$ cat src/verilog/tca_cfg.svh
`ifndef TCA_CFG_SVH
`define TCA_CFG_SVH
`define TCA_A_CTRL     6'h00
`define TCA_A_FINE     6'h01
`define TCA_A_DIR      6'h02
`define TCA_A_IRQ_ON   6'h03
`define TCA_A_FLAGS    6'h04
`define TCA_A_ACTION   6'h05
`define TCA_A_DETACH   6'h06
`define TCA_A_FORCE    6'h07
`define TCA_A_CH7MASK  6'h08
`define TCA_A_COUNTER  6'h09
`define TCA_A_TALLY    6'h0A
`define TCA_A_PORT     6'h0B
`define TCA_A_PIN      6'h0C
`define TCA_A_GPDIR    6'h0D
`define TCA_A_CAPEDGE  6'h0E
`define TCA_A_VALUE0   6'h10
`define TCA_F_CNTWRAP  8
`define TCA_F_TLYWRAP  9
`define TCA_F_TLYIN    10
`define TCA_RST_CTRL   11'h000
`define TCA_RST_8      8'h00
`define TCA_RST_16     16'h0000
`define TCA_RST_FLAGS  11'h000
`define TCA_D64_LAST   6'h3F
`define TCA_CNT_TOP    16'hFFFF
`endif

$ cat src/verilog/tca_pkg.sv
package tca_pkg;
  typedef struct packed {
    logic [2:0] clock_divider_select;
    logic       wrap_toggle;
    logic       tally_polarity;
    logic       tally_gate_mode;
    logic       accumulator_on;
    logic       ch7_match_clears_counter;
    logic       fast_flag_clear;
    logic       fine_divider_enable;
    logic       main_counter_on;
  } tca_ctrl_t;
  typedef struct packed {
    logic [7:0] channel;
    logic       tally_input;
    logic       tally_wrap;
    logic       counter_wrap;
  } tca_irq_t;
  typedef enum logic [1:0] {
    ACT_NONE   = 2'b00,
    ACT_TOGGLE = 2'b01,
    ACT_LOW    = 2'b10,
    ACT_HIGH   = 2'b11
  } tca_act_t;
endpackage : tca_pkg

$ cat src/verilog/tca_sync.sv
`timescale 1ns/1ns
module tca_sync #(
  parameter int W = 8
) (
  input  wire logic         pclk,
  input  wire logic         presetn,
  input  wire logic [W-1:0] d,
  output logic      [W-1:0] q
);
  logic [W-1:0] s1_r;
  always_ff @(posedge pclk or negedge presetn) begin
    if (!presetn) begin
      s1_r <= '0;
      q    <= '0;
    end else begin
      s1_r <= d;
      q    <= s1_r;
    end
  end
endmodule : tca_sync

$ cat src/verilog/tca_timer.sv
// How it works
// RULE_01 - without fine divider, prescale by 1 to 128 from divider select
// RULE_02 - fine divider enable takes prescale from the eight-bit fine value
// RULE_03 - fine prescale factor is fine value plus one, 1 to 256
// RULE_04 - input channel copies main counter into its value on edge
// RULE_05 - pin pulses must last over two bus clocks to be seen
// RULE_06 - capture or match sets channel flag; enable raises request
// RULE_07 - flags clear by writing one, only while timer or tally on
// RULE_08 - output channel acts on pin at match unless pin detached
// RULE_09 - action and level pair zero means no pin action
// RULE_10 - pair 01 toggles, 10 drives low, 11 drives high
// RULE_11 - force bit does the compare action now without setting flag
// RULE_12 - channel 7 event overrides masked channels with channel 7 data
// RULE_13 - ch7 match clear runs counter 0 to nonzero ch7 value
// RULE_14 - ch7 match clears counter even while pin feeds the tally
// RULE_15 - port writes go to a latch seen when pin is plain output
// RULE_16 - preset strobe loads output register while detached and enabled
// RULE_17 - tally is a 16-bit counter with edge and gated modes
// RULE_18 - event mode counts channel 7 edges of chosen polarity
// RULE_19 - software clears ch7 action, level and mask to use input
// RULE_20 - tally wrap sets wrap flag; enable raises request
// RULE_21 - event counting works with the main timer off
// RULE_22 - gated mode counts divide-by-64 ticks during active level
// RULE_23 - trailing edge of gate sets input flag; enable raises request
// RULE_24 - divide-by-64 ticks come from prescaler, none when timer off (here divided from the bus clock, not the prescaler)
// RULE_25 - separate active-high request per channel, tally and wrap
// RULE_26 - fast clear: any tally register access clears tally flags
// RULE_27 - counter steps per prescaled tick, wrap sets counter flag
//
// The register addresses and the APB slave port were chosen for this implementation.
`timescale 1ns/1ns
`include "tca_cfg.svh"
module tca_timer (
  input  wire logic             pclk,
  input  wire logic             presetn,
  input  wire logic [11:0]      paddr,
  input  wire logic             psel,
  input  wire logic             penable,
  input  wire logic             pwrite,
  input  wire logic [31:0]      pwdata,
  output logic      [31:0]      prdata,
  output logic                  pready,
  output logic                  pslverr,
  input  wire logic [7:0]       pin_in,
  output logic      [7:0]       pin_out,
  output logic      [7:0]       pin_oe,
  output tca_pkg::tca_irq_t     irq
);
  tca_pkg::tca_ctrl_t ctrl_r;
  logic [7:0]  fine_r;
  logic [7:0]  dir_r;
  logic [10:0] irq_on_r;
  logic [10:0] flags_r;
  logic [7:0]  om_r;
  logic [7:0]  ol_r;
  logic [7:0]  detach_r;
  logic [7:0]  mask7_r;
  logic [7:0]  data7_r;
  logic [15:0] counter_r;
  logic [15:0] tally_r;
  logic [7:0]  port_r;
  logic [7:0]  gpdir_r;
  logic [15:0] capedge_r;
  logic [15:0] value_r [8];
  logic [7:0]  oc_r;
  logic [7:0]  oc_nxt;
  logic [7:0]  pre_r;
  logic [5:0]  d64_r;
  logic [7:0]  pin_s;
  logic [7:0]  pin_prev_r;
  logic        active_prev_r;
  logic [5:0]  widx;
  logic        acc_wr;
  logic        acc_any;
  logic        setup;
  logic        on;
  logic [7:0]  pre_top;
  logic        tick;
  logic        d64;
  logic        cnt_clr;
  logic        cnt_wrap;
  logic [7:0]  match;
  logic [7:0]  capture;
  logic        ch7_evt;
  logic [7:0]  force_w;
  logic [7:0]  preset_w;
  logic        tally_active;
  logic        tally_edge;
  logic        tally_inc;
  logic        tally_trail;
  logic [10:0] flag_set;
  logic [10:0] flag_clr;

  function automatic logic do_act(input logic cur,
                                  input logic om,
                                  input logic ol);
    logic r;
    r = cur;
    case (tca_pkg::tca_act_t'({om, ol}))
      tca_pkg::ACT_TOGGLE: r = ~cur;
      tca_pkg::ACT_LOW:    r = 1'b0;
      tca_pkg::ACT_HIGH:   r = 1'b1;
      default:             r = cur;
    endcase
    return r;
  endfunction : do_act
  function automatic logic edge_hit(input logic [1:0] sel,
                                    input logic       prev,
                                    input logic       cur);
    return (sel[0] & ~prev & cur) | (sel[1] & prev & ~cur);
  endfunction : edge_hit
  // pins pass two flops before any use
  tca_sync #(
    .W (8)
  ) u_sync (
    .pclk    (pclk),
    .presetn (presetn),
    .d       (pin_in),
    .q       (pin_s)
  );
  // bus decode, zero wait states
  assign widx    = paddr[7:2];
  assign setup   = psel & ~penable;
  assign acc_wr  = psel & penable & pwrite;
  assign acc_any = psel & penable;
  assign pready  = 1'b1;
  assign on      = ctrl_r.main_counter_on;
  // prescaler
  always_comb begin
    if (ctrl_r.fine_divider_enable) begin
      pre_top = fine_r; // see RULE_02 see RULE_03
    end else begin
      pre_top = 8'((9'h001 << ctrl_r.clock_divider_select) - 9'h001); // see RULE_01
    end
  end
  assign tick = on & (pre_r >= pre_top);
  always_ff @(posedge pclk or negedge presetn) begin
    if (!presetn) begin
      pre_r <= `TCA_RST_8;
    end else if (!on || tick) begin
      pre_r <= `TCA_RST_8;
    end else begin
      pre_r <= pre_r + 8'h01;
    end
  end
  // divide-by-64 tick exists only while timer runs
  assign d64 = on & (d64_r == `TCA_D64_LAST); // see RULE_24
  always_ff @(posedge pclk or negedge presetn) begin
    if (!presetn) begin
      d64_r <= 6'h00;
    end else if (!on) begin
      d64_r <= 6'h00;
    end else begin
      d64_r <= d64_r + 6'h01;
    end
  end
  // main counter
  assign cnt_clr = ctrl_r.ch7_match_clears_counter & (value_r[7] != 16'h0000)
                   & (counter_r == value_r[7]); // see RULE_13 see RULE_14
  assign cnt_wrap = tick & ~cnt_clr & (counter_r == `TCA_CNT_TOP); // see RULE_27
  always_ff @(posedge pclk or negedge presetn) begin
    if (!presetn) begin
      counter_r <= `TCA_RST_16;
    end else if (acc_wr && widx == `TCA_A_COUNTER) begin
      counter_r <= pwdata[15:0];
    end else if (tick) begin
      counter_r <= cnt_clr ? 16'h0000 : counter_r + 16'h0001; // see RULE_27
    end
  end
  // compare and capture events
  always_comb begin
    for (int i = 0; i < 8; i++) begin
      match[i]   = tick & dir_r[i] & (counter_r == value_r[i]);
      capture[i] = ~dir_r[i] &
                   edge_hit(capedge_r[2*i +: 2], pin_prev_r[i], pin_s[i]); // see RULE_04
    end
  end
  assign ch7_evt = match[7] | (cnt_wrap & ctrl_r.wrap_toggle);
  assign force_w  = (acc_wr && widx == `TCA_A_FORCE) ? pwdata[7:0]  : 8'h00;
  assign preset_w = (acc_wr && widx == `TCA_A_FORCE) ? pwdata[15:8] : 8'h00;
  always_ff @(posedge pclk or negedge presetn) begin
    if (!presetn) begin
      pin_prev_r <= `TCA_RST_8;
    end else begin
      pin_prev_r <= pin_s;
    end
  end
  // channel value registers
  always_ff @(posedge pclk or negedge presetn) begin
    if (!presetn) begin
      for (int i = 0; i < 8; i++) begin
        value_r[i] <= `TCA_RST_16;
      end
    end else begin
      for (int i = 0; i < 8; i++) begin
        if (capture[i]) begin
          value_r[i] <= counter_r; // see RULE_04
        end else if (acc_wr && widx == `TCA_A_VALUE0 + 6'(i)) begin
          value_r[i] <= pwdata[15:0];
        end
      end
    end
  end
  // output compare registers
  always_comb begin
    for (int j = 0; j < 8; j++) begin
      oc_nxt[j] = oc_r[j];
      if (dir_r[j] && !detach_r[j] && (match[j] || force_w[j])) begin
        oc_nxt[j] = do_act(oc_r[j], om_r[j], ol_r[j]); // see RULE_08 see RULE_09 see RULE_10 see RULE_11
      end
      if (dir_r[j] && !detach_r[j] && ch7_evt && mask7_r[j]) begin
        oc_nxt[j] = data7_r[j]; // see RULE_12
      end
      if (preset_w[j] && dir_r[j] && detach_r[j] && on) begin
        oc_nxt[j] = do_act(oc_r[j], om_r[j], ol_r[j]); // see RULE_16
      end
    end
  end
  always_ff @(posedge pclk or negedge presetn) begin
    if (!presetn) begin
      oc_r <= `TCA_RST_8;
    end else begin
      oc_r <= oc_nxt;
    end
  end
  // pin drive: timer owns attached output channels, else port latch
  always_ff @(posedge pclk or negedge presetn) begin
    if (!presetn) begin
      pin_out <= `TCA_RST_8;
      pin_oe  <= `TCA_RST_8;
    end else begin
      for (int j = 0; j < 8; j++) begin
        pin_out[j] <= (dir_r[j] & ~detach_r[j]) ? oc_nxt[j] : port_r[j]; // see RULE_15 see RULE_16
        pin_oe[j]  <= (dir_r[j] & ~detach_r[j]) | gpdir_r[j];
      end
    end
  end
  // pulse accumulator on channel 7 pin
  assign tally_active = pin_s[7] ^ ctrl_r.tally_polarity; // see RULE_22
  assign tally_edge = ctrl_r.tally_polarity ? (~pin_prev_r[7] & pin_s[7])
                                            : (pin_prev_r[7] & ~pin_s[7]);
  assign tally_trail = ctrl_r.accumulator_on & ctrl_r.tally_gate_mode &
                       active_prev_r & ~tally_active; // see RULE_23
  always_comb begin
    if (!ctrl_r.accumulator_on) begin
      tally_inc = 1'b0;
    end else if (ctrl_r.tally_gate_mode) begin
      tally_inc = d64 & tally_active; // see RULE_22 see RULE_24
    end else begin
      tally_inc = tally_edge; // see RULE_18 see RULE_21
    end
  end
  always_ff @(posedge pclk or negedge presetn) begin
    if (!presetn) begin
      active_prev_r <= 1'b0;
    end else begin
      active_prev_r <= tally_active;
    end
  end
  always_ff @(posedge pclk or negedge presetn) begin
    if (!presetn) begin
      tally_r <= `TCA_RST_16;
    end else if (acc_wr && widx == `TCA_A_TALLY) begin
      tally_r <= pwdata[15:0];
    end else if (tally_inc) begin
      tally_r <= tally_r + 16'h0001; // see RULE_17
    end
  end
  // flags: set wins over clear
  always_comb begin
    flag_set = {
      tally_trail | (ctrl_r.accumulator_on & ~ctrl_r.tally_gate_mode
                     & tally_edge),
      tally_inc & (tally_r == `TCA_CNT_TOP), // see RULE_20
      cnt_wrap,
      match | capture // see RULE_06
    };
    flag_clr = 11'h000;
    if (acc_wr && widx == `TCA_A_FLAGS &&
        (on || ctrl_r.accumulator_on)) begin
      flag_clr = pwdata[10:0]; // see RULE_07
    end
    if (acc_any && widx == `TCA_A_TALLY && ctrl_r.fast_flag_clear) begin
      flag_clr[`TCA_F_TLYWRAP] = 1'b1; // see RULE_26
      flag_clr[`TCA_F_TLYIN]   = 1'b1;
    end
  end
  always_ff @(posedge pclk or negedge presetn) begin
    if (!presetn) begin
      flags_r <= `TCA_RST_FLAGS;
    end else begin
      flags_r <= flag_set | (flags_r & ~flag_clr);
    end
  end
  // interrupt requests
  assign irq = {flags_r[7:0] & irq_on_r[7:0], // see RULE_06 see RULE_25
                flags_r[`TCA_F_TLYIN] & irq_on_r[`TCA_F_TLYIN],
                flags_r[`TCA_F_TLYWRAP] & irq_on_r[`TCA_F_TLYWRAP],
                flags_r[`TCA_F_CNTWRAP] & irq_on_r[`TCA_F_CNTWRAP]};
  // software control registers
  always_ff @(posedge pclk or negedge presetn) begin
    if (!presetn) begin
      ctrl_r    <= `TCA_RST_CTRL;
      fine_r    <= `TCA_RST_8;
      dir_r     <= `TCA_RST_8;
      irq_on_r  <= `TCA_RST_FLAGS;
      om_r      <= `TCA_RST_8;
      ol_r      <= `TCA_RST_8;
      detach_r  <= `TCA_RST_8;
      mask7_r   <= `TCA_RST_8;
      data7_r   <= `TCA_RST_8;
      port_r    <= `TCA_RST_8;
      gpdir_r   <= `TCA_RST_8;
      capedge_r <= `TCA_RST_16;
    end else if (acc_wr) begin
      case (widx)
        `TCA_A_CTRL:    ctrl_r    <= pwdata[10:0];
        `TCA_A_FINE:    fine_r    <= pwdata[7:0];
        `TCA_A_DIR:     dir_r     <= pwdata[7:0];
        `TCA_A_IRQ_ON:  irq_on_r  <= pwdata[10:0];
        `TCA_A_ACTION: begin
          om_r <= pwdata[7:0];
          ol_r <= pwdata[15:8];
        end
        `TCA_A_DETACH:  detach_r  <= pwdata[7:0];
        `TCA_A_CH7MASK: begin
          mask7_r <= pwdata[7:0];
          data7_r <= pwdata[15:8];
        end
        `TCA_A_PORT:    port_r    <= pwdata[7:0]; // see RULE_15
        `TCA_A_GPDIR:   gpdir_r   <= pwdata[7:0];
        `TCA_A_CAPEDGE: capedge_r <= pwdata[15:0];
        default: ;
      endcase
    end
  end
  // read data captured in the setup cycle
  always_ff @(posedge pclk or negedge presetn) begin
    if (!presetn) begin
      prdata  <= 32'h0000_0000;
      pslverr <= 1'b0;
    end else if (setup) begin
      pslverr <= 1'b0;
      prdata  <= 32'h0000_0000;
      case (widx)
        `TCA_A_CTRL:    prdata <= {21'h0, ctrl_r};
        `TCA_A_FINE:    prdata <= {24'h0, fine_r};
        `TCA_A_DIR:     prdata <= {24'h0, dir_r};
        `TCA_A_IRQ_ON:  prdata <= {21'h0, irq_on_r};
        `TCA_A_FLAGS:   prdata <= {21'h0, flags_r};
        `TCA_A_ACTION:  prdata <= {16'h0, ol_r, om_r};
        `TCA_A_DETACH:  prdata <= {24'h0, detach_r};
        `TCA_A_FORCE:   prdata <= 32'h0000_0000;
        `TCA_A_CH7MASK: prdata <= {16'h0, data7_r, mask7_r};
        `TCA_A_COUNTER: prdata <= {16'h0, counter_r};
        `TCA_A_TALLY:   prdata <= {16'h0, tally_r};
        `TCA_A_PORT:    prdata <= {24'h0, port_r};
        `TCA_A_PIN:     prdata <= {24'h0, pin_s};
        `TCA_A_GPDIR:   prdata <= {24'h0, gpdir_r};
        `TCA_A_CAPEDGE: prdata <= {16'h0, capedge_r};
        default: begin
          if (widx[5:3] == 3'h2) begin
            prdata <= {16'h0, value_r[widx[2:0]]};
          end else begin
            pslverr <= 1'b1;
          end
        end
      endcase
    end
  end
endmodule : tca_timer

$ cat config.mk
export PLATFORM = sky130hd
export DESIGN_NAME = tca_timer
export DESIGN_NICKNAME = d
export VERILOG_FILES = /design/src/verilog/tca_pkg.sv /design/src/verilog/tca_sync.sv /design/src/verilog/tca_timer.sv
export VERILOG_INCLUDE_DIRS = /design/src /design/src/verilog
export SDC_FILE = /design/constraint.sdc
export NUM_CORES = 1
export LEC_CHECK = 0
export ABC_AREA = 0
export ABC_CLOCK_PERIOD_IN_PS = 3040
export CORE_AREA = 2 2 185 259
export CTS_BUF_LIST = sky130_fd_sc_hd__clkbuf_8
export DETAILED_ROUTE_END_ITERATION = 10
export DIE_AREA = 0 0 187 261
export DONT_BUFFER_PORTS = 1
export SYNTH_ARGS = -nofsm -noshare
export SYNTH_HDL_FRONTEND = slang
export SYNTH_SLANG_ARGS = --single-unit
$ cat constraint.sdc
create_clock -name pclk -period 3.04 [get_ports pclk]
set_input_delay 0 -clock pclk [delete_from_list [all_inputs] [get_ports pclk]]
set_output_delay 0 -clock pclk [all_outputs]
set_load 0.005 [all_outputs]
==> impl_metrics.json, run 1 <==
{
  "ys_seq_elements": 361,
  "routed_wl_um": 81000,
  "num_vias": 17400,
  "drt-vias-per-instance": 6.16,
  "startpoint": "paddr[5]",
  "cp_cell_sequence": "dlygate4sd3_1 -> nor4_2 -> dlygate4sd3_1 -> buf_4 -> and3_1 -> mux2_2 -> dlygate4sd3_1",
  "swShare_pct": 35.3,
  "yosysUniqueCellTypes": 74,
  "firstDrtPassIters": 7,
  "r2r_setup_slack_ps": 140,
  "async_reset_ff_share_pct": 100,
  "rr_worst_depth": 11,
  "place_hpwl_um": 55100,
  "initial_utilization_pct": 44.3,
  "cts_tree": "built",
  "avgSynthCellArea_um2": 9.94,
  "synth_common_cells": "dfrtp_1, nand2_1, mux2i_1",
  "pwr-share-seq_pct": 43.4,
  "drive_gt1_share_pct": 18.9,
  "netlist_area_um2": 20700,
  "path_clk_slew_ps": 60,
  "worst_setup_path_start_kind": "input pin",
  "r2r_end": "oc_r[5]",
  "hold_viol": 361,
  "leakage_nw": 10.0,
  "grt_overflow": 0,
  "relSlewSlack_pct": 19.2,
  "r2r_start": "ctrl_r[8]",
  "fin_nets": 2224,
  "end_kind": "flop",
  "setup_violations": 0,
  "yosysMostFrequentCell": "dfrtp_1",
  "synth_edf_count": 0,
  "switchingPower_w": 0.00544,
  "final_util_pct": 50.8,
  "numPortBuffers": 0,
  "power_frac_clock_pct": 30.2,
  "placed_area_um2": 21600,
  "status": "complete, but fails checks",
  "clock-sinks": 361,
  "hold_path_class": "input pin to asynchronous set/reset pin",
  "htreeDepth": 2,
  "cts_hold_buffers": 66,
  "wl_per_cell_um": 28.7,
  "violations": "negative hold slack",
  "fp.dieW_um": 187,
  "rsz0062_at_grt": "true",
  "p_per_area_nw_per_um2": 650,
  "ir_drop_uv": 346,
  "crit_top_cell": "dlygate4sd3_1",
  "required_ps": 3560,
  "final_cell_area_um2": 23700,
  "period_share_pct": 98.3,
  "cts_buffers": 60,
  "slew_viol_final": 0,
  "timing.fmax_mhz": 335,
  "worstPathMaxFanout": 21,
  "fin_skew_ps": 27.1,
  "clockBufferDepth": 3,
  "rows": 94,
  "hold_slack_ps": -930,
  "cp_slowest_stage_delay_ps": 700,
  "clk_latency_ps": 650,
  "ant_nets": 0,
  "dominantRegCellSynth": "dfrtp_1",
  "maxCapViolations": 0,
  "intPower_w": 0.00997,
  "antenna_found_initial": 4,
  "period_needed_ps": 2990,
  "yosys_warnings": 0,
  "drt_iter0_drc": 1800,
  "syn_to_final_growth_pct": 14.7,
  "critPathArrivalTime_ps": 3510,
  "die_h_um": 261,
  "synth_largest_area_cell": "dfrtp_1",
  "yosysSeqAreaShare_pct": 43.7,
  "worst_pin_slew_ps": 1210,
  "dieArea_um2": 48800,
  "slowest_stage": "and3_1",
  "track_usage_pct": 32.8,
  "num_io_pins": 118,
  "core_um2": 46700,
  "synthCells": 2079,
  "synthTopCellsByArea": "dfrtp_1, mux2i_1, mux2_2",
  "grt_max_degree": 362,
  "gp_congestion": 0.962,
  "path_class": "input pin to flop",
  "p_comb_share_pct": 26.4,
  "yosysTopAreaCellShare_pct": 43.7,
  "drc": 0,
  "grt_pass1_vias": 16900,
  "grt_pass1_wl_um": 117000,
  "cts-root-buf": "clkbuf_8"
}
[worst max-delay path by stage]
| stage | to | slack [ps] | depth (start not counted) |
|---|---|---|---|
| 2_1_floorplan | oc_r[0] | 320 | 11 |
| 3_3_place_gp | oc_r[1] | 100 | 10 |
| 3_5_place_dp | oc_r[0] | 50 | 9 |
| 4_1_cts | oc_r[1] | 7 | 9 |
| 5_1_grt | oc_r[1] | -30 | 10 |
| 6_report | dir_r[2] | 50 | 7 |
[worst max-delay path, delay by kind of cell]
| family | cells | cell delay [ps] |
|---|---|---|
| buffers and inverters | 4 | 2100 |
| AND/OR/NAND/NOR | 2 | 980 |
| multiplexers | 1 | 410 |
[layer usage]
layer  global-route usage, %  vias to the layer above  share of wire, %
li1                        -                     7542                 -
met1                    38.9                     8714                37
met2                    54.7                      881                48
met3                    5.28                      273               6.7
met4                    23.2                        2               8.3
met5                       0                        -             0.017
[metrics by stage]
stage,TNS (ps),std cells,setup slack (ps),power [W],hold WS (ps)
final,0,2827,50.9,0.0154,-930
after global routing,-29.4,2827,-29.4,0.0160,-959
after CTS,0,2820,7.19,0.0153,-966
after detailed placement,0,2647,51.3,0.0105,-273
after global placement,0,2647,96.4,0.0104,-277
after floorplan,0,2094,319,0.00911,-296
[layout make-up]
class	instances	area [um^2]
inverter	15	56.3
multi-input combinational	1535	10900
sequential	361	9040
timing repair buffer	182	1670
antenna	3	7.51
tap	624	781
clock inverter	29	201
fill	4265	23000
clock buffer	78	1070
[flip-flops by register name, summed over array words and instances (netlist names), 10 cells and up]
signal,cells
capedge_r,16
counter_r,16
ctrl_r,10
flags_r,11
irq_on_r,11
prdata,16
tally_r,16
value_r,128
[power groups by stage]
| stage | Clock [W] | Combinational (W) | Sequential (W) |
|---|---|---|---|
| after floorplan | 0 | 0.00283 | 0.00629 |
| final | 0.00465 | 0.00407 | 0.00670 |
| after CTS | 0.00470 | 0.00398 | 0.00666 |
| after global placement | 0 | 0.00371 | 0.00671 |
| after global routing | 0.00492 | 0.00433 | 0.00677 |
| after detailed placement | 0 | 0.00375 | 0.00674 |
[logic make-up after synthesis]
logic type	synth area share (%)
adder cells (fa/ha/maj)	0.726
XOR/XNOR	6.86
AO/OA/AOI/OAI	12.1
multiplexers	17.9
buffers and inverters	4.35
AND/OR/NAND/NOR	14.4
other	0.0363
flip-flops	43.7
[placed cells by master (no fill, tap or decap), types with 78 or more instances in the layout]
cell        n
dfrtp_1   359
nor2_1    158
nand2_1   199
clkbuf_8   78
mux2i_1   162
xnor2_1    83
xor2_1     79
mux2_2    118
buf_4     115
o21ai_0   145
a21oi_1   104
[timing repair]
action                                 4_1_cts  5_1_grt
gates resized for setup                      0        8
setup endpoints to repair                    0       16
setup buffers                                0        4
endpoints found under the hold margin      681      361
Power figures use the tool's default switching activity.
==> run 2, diff against run 1 <==
CORE_AREA = 3 3 186 260   (was 2 2 185 259)
DIE_AREA = 0 0 189 263   (was 0 0 187 261)
SETUP_SLACK_MARGIN = 0.15   (was default)
==> impl_metrics.json, run 2 (synthesis results as in run 1) <==
{
  "rows": 93,
  "grt_pass1_vias": 17600,
  "clockBufferDepth": 3,
  "fillers": 4196,
  "slew_viol_final": 40,
  "drc": 0,
  "swShare_pct": 35.5,
  "cts_hold_buffers": 70,
  "dieArea_um2": 49700,
  "critPathArrivalTime_ps": 3400,
  "num_io_pins": 118,
  "die_h_um": 263,
  "syn_to_final_growth_pct": 15.2,
  "htreeDepth": 2,
  "worst_pin_slew_ps": 1540,
  "tns_ps": 0,
  "drt_iter0_drc": 1669,
  "r2r_start": "ctrl_r[10]",
  "antenna_found_initial": 4,
  "cts_buffers": 59,
  "status": "complete, but fails checks",
  "p_comb_share_pct": 26.9,
  "switchingPower_w": 0.00539,
  "grt_max_degree": 362,
  "final_util_pct": 51.6,
  "path_class": "input pin to flop",
  "timing.fmax_mhz": 347,
  "hold_viol": 361,
  "leakage_nw": 10.0,
  "pwr-share-seq_pct": 44.0,
  "grt_pass1_wl_um": 119000,
  "hold_path_class": "input pin to asynchronous set/reset pin",
  "p_per_area_nw_per_um2": 638,
  "routed_wl_um": 80800,
  "required_ps": 3550,
  "hold_slack_ps": -945,
  "initial_utilization_pct": 44.7,
  "fin_skew_ps": 17.4,
  "path_clk_slew_ps": 60,
  "cts_tree": "built",
  "layout_common_cells": "dfrtp_1, nand2_1, mux2i_1, nor2_1, o21ai_0",
  "wl_per_cell_um": 28.6,
  "regMostFlops": "value_r",
  "clk_latency_ps": 640,
  "grt_overflow": 0,
  "ant_nets": 0,
  "cts-root-buf": "clkbuf_8",
  "worst_setup_path_start_kind": "input pin",
  "clock-sinks": 361,
  "final_common_cell": "dfrtp_1",
  "num_vias": 17400,
  "rsz0062_at_grt": "true",
  "maxCapViolations": 0,
  "setup_violations": 0,
  "gp_congestion": 0.997,
  "ir_drop_uv": 313,
  "fin_nets": 2234,
  "end_kind": "flop",
  "fp.dieW_um": 189,
  "dp_cells": 2642,
  "track_usage_pct": 32.2,
  "violations": "negative hold slack, max-slew violations",
  "startpoint": "paddr[2]",
  "place_hpwl_um": 55000,
  "core_um2": 46200,
  "drive_gt1_share_pct": 19.7,
  "firstDrtPassIters": 8,
  "numPortBuffers": 0,
  "largest_reg_flops": 128,
  "relSlewSlack_pct": -2.60,
  "power_frac_clock_pct": 29.1,
  "layout.cells.non_filler": 2829,
  "worstPathMaxFanout": 41,
  "intPower_w": 0.00981,
  "period_needed_ps": 2890,
  "period_share_pct": 94.9,
  "drt-vias-per-instance": 6.14
}
run 2: worst max-delay path: stages:
cell           delay [ps]
dlygate4sd3_1        1330
nand2_1               380
dlygate4sd3_1         700
nor3_2                360
buf_4                 260
mux2_2                340
run 2: layout make-up:
| type | instances | area [um^2] | share of cell area (%) |
|---|---|---|---|
| antenna | 4 | 10.0 | 0.0420 |
| clock buffer | 71 | 977 | 4.10 |
| clock inverter | 33 | 218 | 0.914 |
| inverter | 15 | 56.3 | 0.236 |
| multi-input combinational | 1535 | 11000 | 46.1 |
| sequential | 361 | 9040 | 37.9 |
| tap | 617 | 772 | 3.24 |
| timing repair buffer | 193 | 1760 | 7.37 |
run 2: metal layers:
metal  vias up  GRT usage [%]  share of wire (%)
met5         -              0                  0
met3       292           5.16                6.8
li1       7574              -                  -
met4         0           22.4                8.5
met1      8645           38.0                 36
met2       858           53.5                 48
run 2: stage by stage:
stage / power, W / worst slack (ps) / cell area [um^2]
4_1_cts: 0.0152 / 153 / 23700
3_3_place_gp: 0.0104 / 50.5 / 21600
3_5_place_dp: 0.0105 / 25.9 / 21600
2_1_floorplan: 0.00911 / 319 / 20700
6_report: 0.0152 / 155 / 23800
5_1_grt: 0.0159 / 81.9 / 23800
run 2: final timing paths:
| path | slack, ps | endpoint | cells past startpoint |
|---|---|---|---|
| min in group pclk | 40 | prdata[2] | 5 |
| hold / removal | -940 | u_sync.s1_r[0] | 0 |
| max in group asynchronous | 2730 | value_r[106] | 0 |
| setup / recovery | 150 | port_r[7] | 6 |
| setup reg to reg | 190 | oc_r[1] | 12 |
| hold reg to reg | 350 | u_sync.q[6] | 0 |
run 2: what timing repair did:
action,CTS,global route
gates resized for setup,10,27
pin swaps,3,23
setup endpoints to repair,16,22
setup buffers,4,5
endpoints found under the hold margin,683,361
run 2: power by group through the flow:
stage	combinational, W	sequential (W)	clock [W]
after floorplan	0.00283	0.00629	0
final	0.00409	0.00669	0.00442
after global placement	0.00371	0.00671	0
after CTS	0.00401	0.00666	0.00451
after detailed placement	0.00376	0.00674	0
after global routing	0.00441	0.00676	0.00470
==> run 3, diff against run 2 <==
ABC_CLOCK_PERIOD_IN_PS = 3300   (was 3040)
clock period = 3.3 ns   (was 3.04 ns; I/O delays follow)
==> impl_metrics.json, run 3 (synthesis results as in run 1) <==
{
  "status": "complete, but fails checks",
  "violations": "negative hold slack",
  "grt_pass1_wl_um": 117000,
  "cp_slowest_stage_delay_ps": 1360,
  "gp_congestion": 0.955,
  "place_hpwl_um": 53700,
  "required_ps": 3830,
  "antenna_found_initial": 3,
  "final_cell_area_um2": 23600,
  "ir_drop_uv": 302,
  "rows": 93,
  "cts_tree": "built",
  "largest_reg_flops": 128,
  "drt_iter0_drc": 1529,
  "ant_nets": 0,
  "period_share_pct": 92.5,
  "slew_viol_final": 0,
  "syn_to_final_growth_pct": 13.9,
  "drt-vias-per-instance": 6.15,
  "end_kind": "flop",
  "timing.critical_path.buf_inv": 3,
  "hold_path_class": "input pin to asynchronous set/reset pin",
  "fin_skew_ps": 36.4,
  "p_per_area_nw_per_um2": 612,
  "rsz0062_at_grt": "false",
  "slowest_stage": "dlygate4sd3_1",
  "placed_area_um2": 21400,
  "drc": 0,
  "grt_overflow": 0,
  "layout.cells.non_filler": 2796,
  "r2r_setup_slack_ps": 310,
  "firstDrtPassIters": 8,
  "critPathArrivalTime_ps": 3590,
  "clockBufferDepth": 3,
  "hold_slack_ps": -943,
  "track_usage_pct": 31.6,
  "worst_pin_slew_ps": 1250,
  "crit_top_cell": "dlygate4sd3_1",
  "multi_input_area_um2": 10900,
  "tns_ps": 0,
  "worstPathMaxFanout": 42,
  "post-place-ws_ps": 180,
  "maxCapViolations": 0,
  "path_clk_slew_ps": 70,
  "worst_setup_path_start_kind": "input pin",
  "numPortBuffers": 0,
  "num_vias": 17200,
  "register_area_um2": 9030,
  "relSlewSlack_pct": 16.4,
  "period_needed_ps": 3050,
  "htreeDepth": 2,
  "wl_per_cell_um": 28.5,
  "path_class": "input pin to flop",
  "core_um2": 46200,
  "initial_utilization_pct": 44.7,
  "regMostFlops": "value_r",
  "drive_gt1_share_pct": 17.9,
  "dieArea_um2": 49700,
  "grt_pass1_vias": 17300,
  "routed_wl_um": 79700,
  "die_h_um": 263,
  "num_io_pins": 118,
  "leakage_nw": 9.91,
  "p_total_w": 0.0144,
  "grt_max_degree": 362,
  "clock-sinks": 361,
  "layout_common_cells": "dfrtp_1, nand2_1, mux2i_1, nor2_1, o21ai_0",
  "setup_slack_ps": 249,
  "cp_cell_sequence": "dlygate4sd3_1 -> nand2_1 -> nor3_2 -> buf_4 -> mux2_2 -> dlygate4sd3_1",
  "fillers": 4274,
  "dp_cells": 2612,
  "rr_worst_depth": 11,
  "final_common_cell": "dfrtp_1",
  "hold_viol": 361,
  "cts_buffers": 59,
  "clk_latency_ps": 660,
  "timing.fmax_mhz": 328,
  "cts-root-buf": "clkbuf_8",
  "r2r_end": "pin_out[7]",
  "fp.dieW_um": 189,
  "cts_hold_buffers": 66,
  "r2r_start": "ctrl_r[10]",
  "cp_top_family": "buffers and inverters",
  "fin_nets": 2193,
  "setup_violations": 0
}
[run 3: cell type report]
| type | count | share of cell area (%) |
|---|---|---|
| clock buffers | 73 | 4.27 |
| repair buffers | 152 | 6.01 |
| well taps | 617 | 3.28 |
| clock inverters | 38 | 1.57 |
| flip-flops and latches | 361 | 38.4 |
| inverters | 15 | 0.239 |
| diodes | 5 | 0.0531 |
| multi-input cells | 1535 | 46.2 |
[run 3: how the worst max path moves through the flow]
| stage | from | endpoint | slack (ps) | cells after the start |
|---|---|---|---|---|
| floorplan | ctrl_r[1] | oc_r[0] | 580 | 11 |
| global placement | ctrl_r[1] | oc_r[1] | 240 | 11 |
| detailed placement | ctrl_r[1] | oc_r[1] | 180 | 10 |
| global route | ctrl_r[1] | pin_out[6] | 140 | 11 |
| finish | paddr[2] | port_r[2] | 250 | 6 |
| CTS | ctrl_r[1] | oc_r[4] | 240 | 11 |
[run 3: repair_timing]
action	in CTS	in global routing
resized for setup	0	8
gates cloned	0	0
endpoints found under the hold margin	683	361
buffers inserted	1	1
pin swaps	1	1
endpoints found under the setup margin	2	23
[run 3: power by group]
group	switching (W)	internal [W]	total, W
Sequential	0.000970	0.00518	0.00615
Clock	0.00198	0.00262	0.00461
Combinational	0.00205	0.00160	0.00366
[run 3: metrics by stage]
stage,util (%),hold slack (ps)
2_1_floorplan,-,-296
3_3_place_gp,46.2,-284
3_5_place_dp,46.2,-282
4_1_cts,50.9,-992
5_1_grt,51.0,-972
6_report,51.0,-943
[run 3: worst register-to-register path: cells and delay by family, from the launching register on]
family	cells	cell delay, ps
AND/OR/NAND/NOR	6	990
adder cells (fa/ha/maj)	1	280
AO/OA/AOI/OAI	4	1140
flip-flops	1	490
[run 3: per-layer routing]
metal | track usage [%] | up-vias | routed length [um]
met4 | 23.1 | 0 | 6960
met2 | 51.2 | 870 | 37600
met3 | 4.41 | 278 | 5260
met1 | 38.5 | 8571 | 29900
met5 | 0 | - | 0
li1 | - | 7481 | -
